$ cat src/cpu_ops_pkg.sv
// Constants shared by the subtract/shift/bank execution block.
// Assumes a single 25 MHz clock and AXI4-Lite register access.
package cpu_ops_pkg;
    // Flag register bit positions
    localparam int FLAG_C    = 7;
    localparam int FLAG_Z    = 6;
    localparam int FLAG_S    = 5;
    localparam int FLAG_V    = 4;
    localparam int FLAG_D    = 3;
    localparam int FLAG_H    = 2;
    localparam int FLAG_BANK = 0;
    // Register byte offsets
    localparam logic [3:0] OFS_CMD     = 4'h0;
    localparam logic [3:0] OFS_FLAGS   = 4'h4;
    localparam logic [3:0] OFS_POINTER = 4'h8;
    localparam logic [3:0] OFS_STATUS  = 4'hC;
    // Command word fields
    localparam int CMD_OP_LSB  = 16;
    localparam int CMD_SRC_LSB = 8;
    // Reset values
    localparam logic [7:0] FLAGS_RESET = 8'h00;
    localparam logic [7:0] PTR0_RESET  = 8'hC0;
    localparam logic [7:0] PTR1_RESET  = 8'hC8;
    // Operation codes, same byte as the instruction opcodes
    localparam logic [7:0] OPC_SEL_BANK0 = 8'h4F;
    localparam logic [7:0] OPC_SEL_BANK1 = 8'h5F;
    localparam logic [7:0] OPC_SUB_BORROW = 8'h32;
    localparam logic [7:0] OPC_SUB        = 8'h22;
    localparam logic [7:0] OPC_SET_CARRY  = 8'hDF;
    localparam logic [7:0] OPC_SHIFT_RA   = 8'hD0;
    localparam logic [7:0] OPC_SET_PTR    = 8'h31;
    localparam logic [7:0] OPC_STOP       = 8'h7F;
    localparam logic [7:0] OPC_SWAP       = 8'hF0;
    localparam logic [7:0] OPC_TEST_CMASK = 8'h62;
    // Instruction length in clock cycles
    localparam logic [2:0] OP_CYCLES = 3'h4;
    // Oscillator stabilisation time in ns and derived cycles
    localparam int CLK_NS      = 40;
    localparam int STAB_NS     = 4000;
    localparam int STAB_CYCLES = (STAB_NS + CLK_NS - 1) / CLK_NS;
    // AXI responses
    localparam logic [1:0] RESP_OKAY   = 2'h0;
    localparam logic [1:0] RESP_SLVERR = 2'h2;
endpackage : cpu_ops_pkg

$ cat src/cpu_ops_alu.sv
// Combinational 8-bit datapath for the subtract, shift, swap and mask ops.
// Assumes operands and flags are stable during the executing instruction.
`timescale 1ns/10ps
module cpu_ops_alu (
    input  wire logic [7:0] op,
    input  wire logic [7:0] dst,
    input  wire logic [7:0] src,
    input  wire logic [7:0] flags_in,
    output logic      [7:0] result,
    output logic      [7:0] flags_out,
    output logic            write_dst
);
    logic [8:0] sum;   // Two's-complement add with carry out
    logic [4:0] low;   // Low nibble add for half-carry
    logic       cin;   // Add carry in (inverse of borrow)

    // Result and flag evaluation
    always_comb begin
        sum       = 9'h000;
        low       = 5'h00;
        cin       = 1'b1;
        result    = dst;
        flags_out = flags_in;
        write_dst = 1'b0;
        unique case (op)
            cpu_ops_pkg::OPC_SUB_BORROW,
            cpu_ops_pkg::OPC_SUB: begin
                // Borrow-in only for the with-borrow form
                cin = (op == cpu_ops_pkg::OPC_SUB_BORROW) ?
                      ~flags_in[cpu_ops_pkg::FLAG_C] : 1'b1;
                sum = {1'b0, dst} + {1'b0, ~src} + {8'h00, cin};
                low = {1'b0, dst[3:0]} + {1'b0, ~src[3:0]} + {4'h0, cin};
                result    = sum[7:0];
                write_dst = 1'b1;
                flags_out[cpu_ops_pkg::FLAG_C] = ~sum[8];
                flags_out[cpu_ops_pkg::FLAG_Z] = (sum[7:0] == 8'h00);
                flags_out[cpu_ops_pkg::FLAG_S] = sum[7];
                flags_out[cpu_ops_pkg::FLAG_V] = (dst[7] != src[7]) &&
                                                 (sum[7] == src[7]);
                flags_out[cpu_ops_pkg::FLAG_D] = 1'b1;
                flags_out[cpu_ops_pkg::FLAG_H] = ~low[4];
            end
            cpu_ops_pkg::OPC_SHIFT_RA: begin
                result    = {dst[7], dst[7:1]};
                write_dst = 1'b1;
                flags_out[cpu_ops_pkg::FLAG_C] = dst[0];
                flags_out[cpu_ops_pkg::FLAG_Z] = (dst[7:1] == 7'h00) && !dst[7];
                flags_out[cpu_ops_pkg::FLAG_S] = dst[7];
                flags_out[cpu_ops_pkg::FLAG_V] = 1'b0;
            end
            cpu_ops_pkg::OPC_SWAP: begin
                result    = {dst[3:0], dst[7:4]};
                write_dst = 1'b1;
                // Carry and overflow undefined: left as they were
                flags_out[cpu_ops_pkg::FLAG_Z] = (dst == 8'h00);
                flags_out[cpu_ops_pkg::FLAG_S] = dst[3];
            end
            cpu_ops_pkg::OPC_TEST_CMASK: begin
                // Neither operand written
                flags_out[cpu_ops_pkg::FLAG_Z] = ((~dst & src) == 8'h00);
                flags_out[cpu_ops_pkg::FLAG_S] = ~dst[7] & src[7];
                flags_out[cpu_ops_pkg::FLAG_V] = 1'b0;
            end
            cpu_ops_pkg::OPC_SET_CARRY: begin
                flags_out[cpu_ops_pkg::FLAG_C] = 1'b1;
            end
            cpu_ops_pkg::OPC_SEL_BANK0: begin
                flags_out[cpu_ops_pkg::FLAG_BANK] = 1'b0;
            end
            cpu_ops_pkg::OPC_SEL_BANK1: begin
                flags_out[cpu_ops_pkg::FLAG_BANK] = 1'b1;
            end
            default: begin
                // Other ops leave flags alone
                write_dst = 1'b0;
            end
        endcase
    end
endmodule : cpu_ops_alu

$ cat src/cpu_ops_core.sv
// Execution unit for bank select, subtracts, carry set, shift, pointer
// load, stop, swap and complement-mask test, with an AXI4-Lite slave.
// Assumes one 25 MHz clock; reset and external interrupt are synchronous.
//
// Overview of operation
// - Bank-zero op clears flag bit 0
// - Bank-one op sets flag bit 0
// - Subtract-borrow: dst minus src minus carry
// - Borrow sets carry; zero, sign from result
// - Overflow: opposite signs, result sign equals source
// - Subtracts force D; H set on nibble borrow
// - Plain subtract, same flags, no carry in
// - Set-carry forces carry, others unchanged, 4 cycles
// - Arithmetic right shift keeps bit 7
// - Shift flags: carry out, Z, S, V cleared
// - Pointer op decodes low two immediate bits
// - Both pointers: bit 3 forced zero/one
// - Stop halts clocks, keeps all register state
// - Stop ends on reset, or on interrupt then stabilise
// - Swap exchanges nibbles, sets Z and S
// - Complement-mask test sets Z, S, clears V
`timescale 1ns/10ps
module cpu_ops_core (
    input  wire logic        aclk,
    input  wire logic        aresetn,
    input  wire logic        ext_interrupt,
    input  wire logic [3:0]  s_axi_awaddr,
    input  wire logic        s_axi_awvalid,
    output logic             s_axi_awready,
    input  wire logic [31:0] s_axi_wdata,
    input  wire logic [3:0]  s_axi_wstrb,
    input  wire logic        s_axi_wvalid,
    output logic             s_axi_wready,
    output logic [1:0]       s_axi_bresp,
    output logic             s_axi_bvalid,
    input  wire logic        s_axi_bready,
    input  wire logic [3:0]  s_axi_araddr,
    input  wire logic        s_axi_arvalid,
    output logic             s_axi_arready,
    output logic [31:0]      s_axi_rdata,
    output logic [1:0]       s_axi_rresp,
    output logic             s_axi_rvalid,
    input  wire logic        s_axi_rready,
    output logic             cpu_clk_run,
    output logic             busy
);
    // Execution states
    typedef enum logic [1:0] {ST_IDLE, ST_EXEC, ST_STOP, ST_STAB} exec_e;

    exec_e       state;          // Execution state
    exec_e       next_state;
    logic [7:0]  flags;          // Flag register
    logic [7:0]  next_flags;
    logic [7:0]  pointer_zero;   // Register pointer 0
    logic [7:0]  next_pointer_zero;
    logic [7:0]  pointer_one;    // Register pointer 1
    logic [7:0]  next_pointer_one;
    logic [7:0]  dst_reg;        // Destination operand / result
    logic [7:0]  next_dst_reg;
    logic [7:0]  src_reg;        // Source operand or immediate
    logic [7:0]  next_src_reg;
    logic [7:0]  op_reg;         // Operation in execution
    logic [7:0]  next_op_reg;
    logic [7:0]  cyc;            // Cycle counter in op or stabilisation
    logic [7:0]  next_cyc;
    logic        aw_held;        // Write address taken
    logic        next_aw_held;
    logic        w_held;         // Write data taken
    logic        next_w_held;
    logic [3:0]  aw_addr;        // Latched write address
    logic [3:0]  next_aw_addr;
    logic [31:0] w_data;         // Latched write data
    logic [31:0] next_w_data;
    logic [3:0]  w_strb;         // Latched strobes
    logic [3:0]  next_w_strb;
    logic        next_awready;
    logic        next_wready;
    logic        next_bvalid;
    logic [1:0]  next_bresp;
    logic        next_arready;
    logic        next_rvalid;
    logic [31:0] next_rdata;
    logic [1:0]  next_rresp;
    logic        next_run;
    logic        next_busy;
    logic [7:0]  alu_result;     // Datapath result
    logic [7:0]  alu_flags;      // Datapath flags
    logic        alu_write;      // Datapath writes destination

    // Command word field tops, declared ahead of their first use
    localparam int CMD_OP_MSB  = cpu_ops_pkg::CMD_OP_LSB + 7;
    localparam int CMD_SRC_MSB = cpu_ops_pkg::CMD_SRC_LSB + 7;

    // Address decode used by both read and write paths
    function automatic logic addr_known(input logic [3:0] a);
        return (a == cpu_ops_pkg::OFS_CMD) || (a == cpu_ops_pkg::OFS_FLAGS) ||
               (a == cpu_ops_pkg::OFS_POINTER) || (a == cpu_ops_pkg::OFS_STATUS);
    endfunction : addr_known

    // Datapath for the result-producing operations
    cpu_ops_alu u_alu (
        .op        (op_reg),
        .dst       (dst_reg),
        .src       (src_reg),
        .flags_in  (flags),
        .result    (alu_result),
        .flags_out (alu_flags),
        .write_dst (alu_write)
    );

    // Next-state logic for bus slave and execution
    always_comb begin
        logic do_write;
        do_write          = 1'b0;
        next_state        = state;
        next_flags        = flags;
        next_pointer_zero = pointer_zero;
        next_pointer_one  = pointer_one;
        next_dst_reg      = dst_reg;
        next_src_reg      = src_reg;
        next_op_reg       = op_reg;
        next_cyc          = cyc;
        next_aw_held      = aw_held;
        next_w_held       = w_held;
        next_aw_addr      = aw_addr;
        next_w_data       = w_data;
        next_w_strb       = w_strb;
        next_awready      = s_axi_awready;
        next_wready       = s_axi_wready;
        next_bvalid       = s_axi_bvalid;
        next_bresp        = s_axi_bresp;
        next_arready      = s_axi_arready;
        next_rvalid       = s_axi_rvalid;
        next_rdata        = s_axi_rdata;
        next_rresp        = s_axi_rresp;
        // Write channels taken in either order
        if (s_axi_awvalid && s_axi_awready) begin
            next_aw_held = 1'b1;
            next_aw_addr = s_axi_awaddr;
            next_awready = 1'b0;
        end
        if (s_axi_wvalid && s_axi_wready) begin
            next_w_held = 1'b1;
            next_w_data = s_axi_wdata;
            next_w_strb = s_axi_wstrb;
            next_wready = 1'b0;
        end
        // Commit write once both halves held
        if (aw_held && w_held && !s_axi_bvalid) begin
            do_write     = 1'b1;
            next_aw_held = 1'b0;
            next_w_held  = 1'b0;
            next_bvalid  = 1'b1;
            next_bresp   = addr_known(aw_addr) ? cpu_ops_pkg::RESP_OKAY
                                               : cpu_ops_pkg::RESP_SLVERR;
        end
        // Response accepted: reopen write channels
        if (s_axi_bvalid && s_axi_bready) begin
            next_bvalid  = 1'b0;
            next_awready = 1'b1;
            next_wready  = 1'b1;
        end
        // Read address and data
        if (s_axi_arvalid && s_axi_arready) begin
            next_arready = 1'b0;
            next_rvalid  = 1'b1;
            next_rresp   = addr_known(s_axi_araddr) ? cpu_ops_pkg::RESP_OKAY
                                                    : cpu_ops_pkg::RESP_SLVERR;
            unique case (s_axi_araddr)
                cpu_ops_pkg::OFS_CMD:     next_rdata = {8'h00, op_reg, src_reg, dst_reg};
                cpu_ops_pkg::OFS_FLAGS:   next_rdata = {24'h000000, flags};
                cpu_ops_pkg::OFS_POINTER: next_rdata = {16'h0000, pointer_one,
                                                        pointer_zero};
                cpu_ops_pkg::OFS_STATUS:  next_rdata = {28'h0000000, 2'(state),
                                                        cpu_clk_run, busy};
                default:                  next_rdata = 32'h00000000;
            endcase
        end
        if (s_axi_rvalid && s_axi_rready) begin
            next_rvalid  = 1'b0;
            next_arready = 1'b1;
        end
        // Execution sequencer
        unique case (state)
            ST_IDLE: begin
                if (do_write && aw_addr == cpu_ops_pkg::OFS_CMD && w_strb[2]) begin
                    next_op_reg  = w_data[CMD_OP_MSB:cpu_ops_pkg::CMD_OP_LSB];
                    next_src_reg = w_data[CMD_SRC_MSB:cpu_ops_pkg::CMD_SRC_LSB];
                    if (w_strb[0]) begin
                        next_dst_reg = w_data[7:0];
                    end
                    next_cyc   = 8'h01;
                    next_state = ST_EXEC;
                end else if (do_write && aw_addr == cpu_ops_pkg::OFS_FLAGS
                             && w_strb[0]) begin
                    // Software may preset flags, e.g. carry before a borrow op
                    next_flags = w_data[7:0];
                end
            end
            ST_EXEC: begin
                // Every op here lasts four cycles; effect on the last
                if (cyc == {5'h00, cpu_ops_pkg::OP_CYCLES}) begin
                    next_flags = alu_flags;
                    if (alu_write) begin
                        next_dst_reg = alu_result;
                    end
                    next_state = ST_IDLE;
                    if (op_reg == cpu_ops_pkg::OPC_SET_PTR) begin
                        unique case (src_reg[1:0])
                            2'b10: next_pointer_zero = {src_reg[7:3], 3'h0};
                            2'b01: next_pointer_one  = {src_reg[7:3], 3'h0};
                            2'b00: begin
                                next_pointer_zero = {src_reg[7:4], 4'h0};
                                next_pointer_one  = {src_reg[7:4], 4'h8};
                            end
                            default: next_pointer_zero = pointer_zero;
                        endcase
                    end else if (op_reg == cpu_ops_pkg::OPC_STOP) begin
                        next_state = ST_STOP;
                    end
                end else begin
                    next_cyc = cyc + 8'h01;
                end
            end
            ST_STOP: begin
                // Registers hold; only an interrupt wakes (reset is global)
                if (ext_interrupt) begin
                    next_cyc   = 8'h00;
                    next_state = ST_STAB;
                end
            end
            ST_STAB: begin
                // Wait oscillator stabilisation before resuming
                if (cyc == 8'(cpu_ops_pkg::STAB_CYCLES - 1)) begin
                    next_state = ST_IDLE;
                end else begin
                    next_cyc = cyc + 8'h01;
                end
            end
        endcase
        next_run  = (next_state != ST_STOP) && (next_state != ST_STAB);
        next_busy = (next_state != ST_IDLE);
    end

    // Register all state
    always_ff @(posedge aclk) begin
        if (!aresetn) begin
            state         <= ST_IDLE;
            flags         <= cpu_ops_pkg::FLAGS_RESET;
            pointer_zero  <= cpu_ops_pkg::PTR0_RESET;
            pointer_one   <= cpu_ops_pkg::PTR1_RESET;
            dst_reg       <= 8'h00;
            src_reg       <= 8'h00;
            op_reg        <= 8'h00;
            cyc           <= 8'h00;
            aw_held       <= 1'b0;
            w_held        <= 1'b0;
            aw_addr       <= 4'h0;
            w_data        <= 32'h00000000;
            w_strb        <= 4'h0;
            s_axi_awready <= 1'b1;
            s_axi_wready  <= 1'b1;
            s_axi_bvalid  <= 1'b0;
            s_axi_bresp   <= cpu_ops_pkg::RESP_OKAY;
            s_axi_arready <= 1'b1;
            s_axi_rvalid  <= 1'b0;
            s_axi_rdata   <= 32'h00000000;
            s_axi_rresp   <= cpu_ops_pkg::RESP_OKAY;
            cpu_clk_run   <= 1'b1;
            busy          <= 1'b0;
        end else begin
            state         <= next_state;
            flags         <= next_flags;
            pointer_zero  <= next_pointer_zero;
            pointer_one   <= next_pointer_one;
            dst_reg       <= next_dst_reg;
            src_reg       <= next_src_reg;
            op_reg        <= next_op_reg;
            cyc           <= next_cyc;
            aw_held       <= next_aw_held;
            w_held        <= next_w_held;
            aw_addr       <= next_aw_addr;
            w_data        <= next_w_data;
            w_strb        <= next_w_strb;
            s_axi_awready <= next_awready;
            s_axi_wready  <= next_wready;
            s_axi_bvalid  <= next_bvalid;
            s_axi_bresp   <= next_bresp;
            s_axi_arready <= next_arready;
            s_axi_rvalid  <= next_rvalid;
            s_axi_rdata   <= next_rdata;
            s_axi_rresp   <= next_rresp;
            cpu_clk_run   <= next_run;
            busy          <= next_busy;
        end
    end

    // Checks next to the logic they guard
    AST_BANK0: assert property (@(posedge aclk) disable iff (!aresetn)
        (state == ST_EXEC && cyc == 8'h04 && op_reg == cpu_ops_pkg::OPC_SEL_BANK0)
        |=> (flags[cpu_ops_pkg::FLAG_BANK] == 1'b0) && (flags[7:1] == $past(flags[7:1])))
        else $error("bank zero select wrong");
    AST_BANK1: assert property (@(posedge aclk) disable iff (!aresetn)
        (state == ST_EXEC && cyc == 8'h04 && op_reg == cpu_ops_pkg::OPC_SEL_BANK1)
        |=> flags[cpu_ops_pkg::FLAG_BANK])
        else $error("bank one select wrong");
    AST_SUBD: assert property (@(posedge aclk) disable iff (!aresetn)
        (state == ST_EXEC && cyc == 8'h04 && op_reg == cpu_ops_pkg::OPC_SUB)
        |=> flags[cpu_ops_pkg::FLAG_D] && (dst_reg == $past(dst_reg) - $past(src_reg)))
        else $error("subtract result or D wrong");
    AST_SCF: assert property (@(posedge aclk) disable iff (!aresetn)
        (state == ST_IDLE && next_state == ST_EXEC && next_op_reg == cpu_ops_pkg::OPC_SET_CARRY)
        |=> ##3 (state == ST_EXEC) ##1 (flags[cpu_ops_pkg::FLAG_C] && state == ST_IDLE))
        else $error("set carry timing wrong");
    AST_SRA: assert property (@(posedge aclk) disable iff (!aresetn)
        (state == ST_EXEC && cyc == 8'h04 && op_reg == cpu_ops_pkg::OPC_SHIFT_RA)
        |=> dst_reg == {$past(dst_reg[7]), $past(dst_reg[7:1])}
            && !flags[cpu_ops_pkg::FLAG_V])
        else $error("arith shift wrong");
    AST_PTR: assert property (@(posedge aclk) disable iff (!aresetn)
        (state == ST_EXEC && cyc == 8'h04 && op_reg == cpu_ops_pkg::OPC_SET_PTR
         && src_reg[1:0] == 2'b00)
        |=> !pointer_zero[3] && pointer_one[3])
        else $error("pointer bit 3 wrong");
    AST_STOP: assert property (@(posedge aclk) disable iff (!aresetn)
        (state == ST_STOP) |-> !cpu_clk_run && $stable(flags) && $stable(pointer_zero))
        else $error("stop mode not holding");
    AST_WAKE: assert property (@(posedge aclk) disable iff (!aresetn)
        (state == ST_STOP && !ext_interrupt) |=> state == ST_STOP)
        else $error("stop left without interrupt");
endmodule : cpu_ops_core

$ cat config.mk
export PLATFORM = sky130hd
export DESIGN_NAME = cpu_ops_core
export DESIGN_NICKNAME = d
export VERILOG_FILES = /design/src/cpu_ops_pkg.sv /design/src/cpu_ops_alu.sv /design/src/cpu_ops_core.sv
export SDC_FILE = /design/constraint.sdc
export NUM_CORES = 1
export LEC_CHECK = 0
export ABC_AREA = 1
export ABC_CLOCK_PERIOD_IN_PS = 2750
export BUFFER_PORTS_ARGS = -buffer_cell sky130_fd_sc_hd__buf_2
export CORE_MARGIN = 3
export CORE_UTILIZATION = 38
export CTS_CLUSTER_DIAMETER = 120
export DETAILED_ROUTE_END_ITERATION = 7
export PLACE_DENSITY = 0.66
export SLEW_MARGIN = 30
export SYNTH_ARGS = -nofsm -noshare
export SYNTH_HDL_FRONTEND = slang
export SYNTH_SLANG_ARGS = --single-unit
export TNS_END_PERCENT = 10
$ cat constraint.sdc
create_clock -name aclk -period 2.75 [get_ports aclk]
set_input_delay 0.55 -clock aclk [delete_from_list [all_inputs] [get_ports aclk]]
set_output_delay 0.55 -clock aclk [all_outputs]
set_load 0.02 [all_outputs]
==> flow_metrics.tcl, run 1 <==
set metrics [dict create \
    outcome "finished clean" \
    cts_max_level 4 \
    timing.final.ws_setup_ps 266 \
    ys_warn_count 0 \
    drv_cap 0 \
    r2r_cells 18 \
    drt_pass1_iterations 5 \
    finalSetupViolCount 0 \
    io_buffers 74 \
    async_flop_share_pct 0 \
    cts.clk_slew.worst_paths_ps 50 \
    hold_buffers 0 \
    first_global_vias 4988 \
    synth_cells 817 \
    path_common_cell "nand2_1" \
    max_slew_margin_pct 57.3 \
    post-place-ws_ps 178 \
    antenna_cells 0 \
    clock_sinks 117 \
    grt-ovfl-total 0 \
    worst-path-max-fanout 5 \
    cp_slowest_cell "dfxtp_1" \
    powerDensity_mw_per_mm2 680 \
    cts_buffer_depth 2 \
    reg_top3 "s_axi_rdata: 24 flops, w_data: 24 flops" \
    rows 44 \
    synth_area_leaders "dfxtp_1, nand2_1, o21ai_0, a21oi_1, nor2_1" \
    vdd_drop_max_v 0.000482 \
    ios 95 \
    dp.cells 1056 \
    postRouteAntennaNets 0 \
    placedInstanceArea_mm2 0.00633 \
    synth_enable_flop_cells 0 \
    synth.distinct_cells 44 \
    final_cells 1086 \
    die_h_um 130 \
    finalHoldViolations 0 \
    min_period_over_period_pct 90.3 \
    via_count 5530 \
    synth_most_common_cell "nand2_1" \
    cp_cell_sequence "nand2_1 > nor2_2 > nand2_1 > nor3_1 > fa_2 > fa_2 > inv_1 > nand2_1 > nand2_1 > nand3_1 > nand2_1 > nand2_1 > nand2_1 > nor2_1 > nand3_1 > nand2_1 > nand2_1 > a21oi_1" \
    vias_per_cell 5.09 \
    start_util_pct 39.3 \
    endpoint_kind "flip-flop" \
    yosysTopAreaCellShare_pct 40.4 \
    grt_pass1_wl_mm 24.6 \
    hold_path.class "primary input to flip-flop" \
    crit_required_ps 3080 \
    drive_above_1_share_pct 17.2 \
    grt_antenna_before_repair 0 \
    synth_area_mm2 0.00580 \
    synth_area_leader_cell "dfxtp_1" \
    tns_ps 0 \
    finalCriticalPeriod_ps 2480 \
    synth.avg_cell_area_um2 7.10 \
    report.final.slew_viol_count 0 \
    worst_pin_slew_ps 635 \
    drt_iter0_drc 422 \
    cts_root_buffer "clkbuf_16" \
    leakage_nw 3.06 \
    dieArea_mm2 0.0168 \
    fp.coreArea_mm2 0.0148 \
    clkLatencyLatePin_ps 410 \
    final_area_mm2 0.00696 \
    worstSetupPathType "flip-flop to flip-flop" \
    route.detailed.drc 0 \
    worstPathArrival_ps 2820 \
    rsz0062_at_grt "false" \
    nets 962 \
    die_w_um 130 \
    ys_ff_latch 117 \
    start_kind "flip-flop" \
    cts_tree "yes" \
    wl_per_cell_um 14.1 \
    hold_depth 3 \
    max_stage_delay_ps 450 \
    area_growth_pct 20.1 \
    skew_ps 8.46 \
    numCtsBuffers 17 \
    synthFlopType "dfxtp_1" \
    routabilityCongestion 0.944 \
    timing.fmax_mhz 402 \
    grt_max_degree 85 \
    n_fill_cell 1526 \
    synthTopCellsByCount "nand2_1, dfxtp_1, nor2_1, o21ai_0, a21oi_1" \
    yosysSeqAreaShare_pct 40.4 \
    grt_usage_pct 18.4 \
    dp_hpwl_mm 11.1 \
    finalWirelength_mm 15.3 \
]
## cells in the final DEF, fill, tap and decap left out, types with 7 or more instances in the layout
master / count
a21oi_1: 91
buf_2: 74
clkbuf_16: 17
conb_1: 10
dfxtp_1: 115
ha_1: 17
inv_1: 81
inv_2: 8
nand2_1: 155
nand3_1: 26
nand4_1: 7
nor2_1: 98
nor3_1: 10
o21ai_0: 97
o22ai_1: 10
## power breakdown
| part | leakage (nW) | total, mW | internal (mW) | switching [mW] |
|---|---|---|---|---|
| Sequential | 0.956 | 1.84 | 1.78 | 0.0562 |
| Combinational | 1.79 | 0.572 | 0.183 | 0.388 |
| Clock | 0.305 | 2.33 | 1.57 | 0.753 |
## what timing repair did
action / CTS / global route
gates resized for setup: 0 / 6
buffers inserted: 0 / 0
endpoints found under the setup margin: 0 / 2
## per-stage QoR
| stage | hold slack [ps] | total power [mW] | utilization, % |
|---|---|---|---|
| floorplan | 429 | 2.27 | - |
| global placement | 440 | 2.43 | 42.9 |
| detailed placement | 445 | 2.43 | 42.9 |
| CTS | 359 | 4.77 | 47.1 |
| global route | 381 | 4.92 | 47.2 |
| finish | 370 | 4.73 | 47.2 |
## worst paths after layout
check,from,endpoint,slack (ps)
worst max-delay path,op_reg[1],flags[6],270
worst min-delay path,s_axi_rready,s_axi_arready,370
worst max register to register,op_reg[1],flags[6],270
worst min register to register,pointer_one[4],pointer_one[4],450
## logic make-up (layout without fill, tap and decap cells)
logic type | count (synthesis) | after routing | synth area share, %
AO/OA/AOI/OAI | 222 | 222 | 20.7
XOR/XNOR | 2 | 2 | 0.302
adder cells (fa/ha/maj) | 19 | 19 | 4.36
buffers and inverters | 128 | 204 | 9.07
flip-flops | 117 | 117 | 40.4
other | 1 | 10 | 0.0647
AND/OR/NAND/NOR | 328 | 328 | 25.1
## worst max-delay path, delay by kind of cell (launching register included)
kind                       cells  cell delay (ps)
AOI/OAI and AO/OA              1              130
adders and majority gates      2              500
and+or+nand+nor               14             1260
buffers and inverters          1               70
DFF                            1              450
## metal layers
layer	global-route usage [%]	vias up	part of all wire, %
met5	0	-	0
met4	7.09	0	1.7
met3	5.61	29	7.6
met2	27.9	177	43
met1	24.7	2498	48
li1	-	2826	-
## layout make-up
type,count,area (um^2),share of cell area [%]
clock buffers,21,470,6.76
clock inverters,9,151,2.17
inverters,93,357,5.12
multi-input cells,581,2980,42.7
flip-flops and latches,117,2340,33.7
well taps,184,230,3.31
repair buffers,81,435,6.25
Power figures use the tool's default switching activity.
==> run 2: changes to the inputs <==
ABC_CLOCK_PERIOD_IN_PS = 2900   (was 2750)
clock period = 2.9 ns   (was 2.75 ns; I/O delays follow)
==> run 2 against run 1 <==
- clock skew rose by 1.4 ps
- critical path depth did not move
- maximum frequency fell by 5.7%
- non-clock buffer count did not move
- via count fell by 1.6%
- clock-buffer cell count did not move
- wire length fell by 0.21%
- core utilization fell by 0.24 points
- first-iteration DRC count fell by 8.3%
- combinational power fell by 6.1%
- clock power fell by 8%
- global-route usage rose by 0.25 points
- largest cell class unchanged
- highest routed layer unchanged
==> flow_metrics.tcl, run 2 (synthesis results as in run 1) <==
set metrics [dict create \
    outcome "finished clean" \
    numCtsBuffers 17 \
    min_period_over_period_pct 90.8 \
    endpoint_kind "flip-flop" \
    dp_hpwl_mm 11.3 \
    hold_ws_ps 403 \
    drt_pass1_iterations 5 \
    worst-path-max-fanout 3 \
    rsz0062_at_grt "false" \
    cp_slowest_cell "fa_1" \
    die_w_um 130 \
    cts_tree "yes" \
    grt_usage_pct 18.7 \
    drv_cap 0 \
    cp_cell_sequence "inv_1 > nand2_2 > nor2_2 > nand2_1 > nor3_1 > fa_1 > fa_1 > inv_1 > nand3_1 > nand2_1 > nand2_1 > nand2_1 > nand2_1 > nor2_1 > nand3_1 > nand2_1 > nand2_1 > a21oi_1" \
    area_growth_pct 19.5 \
    clkLatencyLatePin_ps 410 \
    vdd_drop_max_v 0.000455 \
    first_global_vias 5101 \
    rows 44 \
    route.detailed.drc 0 \
    leakage_nw 3.02 \
    die_h_um 130 \
    clock_sinks 117 \
    start_kind "flip-flop" \
    most-common-layout-cells "nand2_1, dfxtp_1, nor2_1" \
    finalWirelength_mm 15.3 \
    worst_pin_slew_ps 559 \
    worstPathArrival_ps 2970 \
    hold_path.class "primary input to flip-flop" \
    post-place-ws_ps 248 \
    report.final.slew_viol_count 0 \
    max_stage_delay_ps 430 \
    grt_pass1_wl_mm 24.9 \
    final_common_cell "nand2_1" \
    cts_root_buffer "clkbuf_16" \
    grt_max_degree 37 \
    fp.coreArea_mm2 0.0148 \
    seq_area_mm2 0.00234 \
    postRouteAntennaNets 0 \
    via_count 5441 \
    power.total_mw 4.43 \
    tns_ps 0 \
    drt_iter0_drc 387 \
    n_fill_cell 1513 \
    multiInputGateArea_mm2 0.00297 \
    hold_buffers 0 \
    io_buffers 74 \
    grt_antenna_before_repair 0 \
    finalCriticalPeriod_ps 2630 \
    vias_per_cell 5.00 \
    finalSetupViolCount 0 \
    ios 95 \
    timing.fmax_mhz 380 \
    crit_required_ps 3230 \
    dieArea_mm2 0.0168 \
    nets 962 \
    drive_above_1_share_pct 16.8 \
    cts_buffer_depth 2 \
    reg_top3 "s_axi_rdata: 24 flops, w_data: 24 flops" \
    cts.clk_slew.worst_paths_ps 60 \
    start_util_pct 39.3 \
    finalHoldViolations 0 \
    antenna_cells 0 \
    wl_per_cell_um 14.1 \
    skew_ps 9.89 \
    cts_max_level 4 \
    path_common_cell "nand2_1" \
    grt-ovfl-total 0 \
    routabilityCongestion 0.929 \
    worstSetupPathType "flip-flop to flip-flop" \
    max_slew_margin_pct 62.4 \
    powerDensity_mw_per_mm2 639 \
    timing.final.ws_setup_ps 266 \
]
[run 2: cell count changes in the layout (fill, tap and decap cells not counted), sizes merged]
cell | before | now
clkinvlp | 1 | 4
bufinv | 4 | 3
[run 2: layer usage]
layer,up-vias,global-route usage [%],share of wire [%]
li1,2826,-,-
met1,2458,25.8,49
met2,135,28.4,44
met3,22,4.95,5.7
met4,0,6.11,1.6
met5,-,0,0
[run 2: final timing paths]
path / startpoint / endpoint / slack [ps] / cells after the start
max: op_reg[3] / flags[6] / 270 / 18
min: s_axi_rready / s_axi_arready / 400 / 3
max reg2reg: op_reg[3] / flags[6] / 270 / 18
min reg2reg: pointer_one[5] / pointer_one[5] / 450 / 2
[run 2: power breakdown]
part,leakage (nW),internal (mW),switching (mW)
registers,0.955,1.69,0.0521
logic,1.78,0.173,0.365
clock network,0.285,1.40,0.751
[run 2: cell type report]
| type | instances | area share [%] |
|---|---|---|
| clock buffers | 21 | 6.64 |
| multi-input cells | 581 | 42.8 |
| well taps | 184 | 3.32 |
| clock inverters | 11 | 2.18 |
| flip-flops and latches | 117 | 33.8 |
| repair buffers | 81 | 6.10 |
| inverters | 93 | 5.15 |
[run 2: metrics by stage]
step / utilization [%] / area [um^2] / std cells
6_report: 47.0 / 6930 / 1088
5_1_grt: 47.0 / 6930 / 1088
4_1_cts: 46.9 / 6930 / 1088
3_5_place_dp: 42.8 / 6310 / 1056
3_3_place_gp: 42.8 / 6310 / 1056
2_1_floorplan: - / 5830 / 826
[run 2: what timing repair did]
item,4_1_cts,5_1_grt
setup endpoints to repair,0,2
gates resized for setup,0,1
hold endpoints to repair,0,0
buffers inserted,0,0
[run 2: worst max-delay path, delay by kind of cell (launching register included)]
kind,cells,cell delay (ps)
simple gates,13,1090
fa+ha+maj,2,850
flops,1,350
buf+inv,2,160
compound gates,1,120
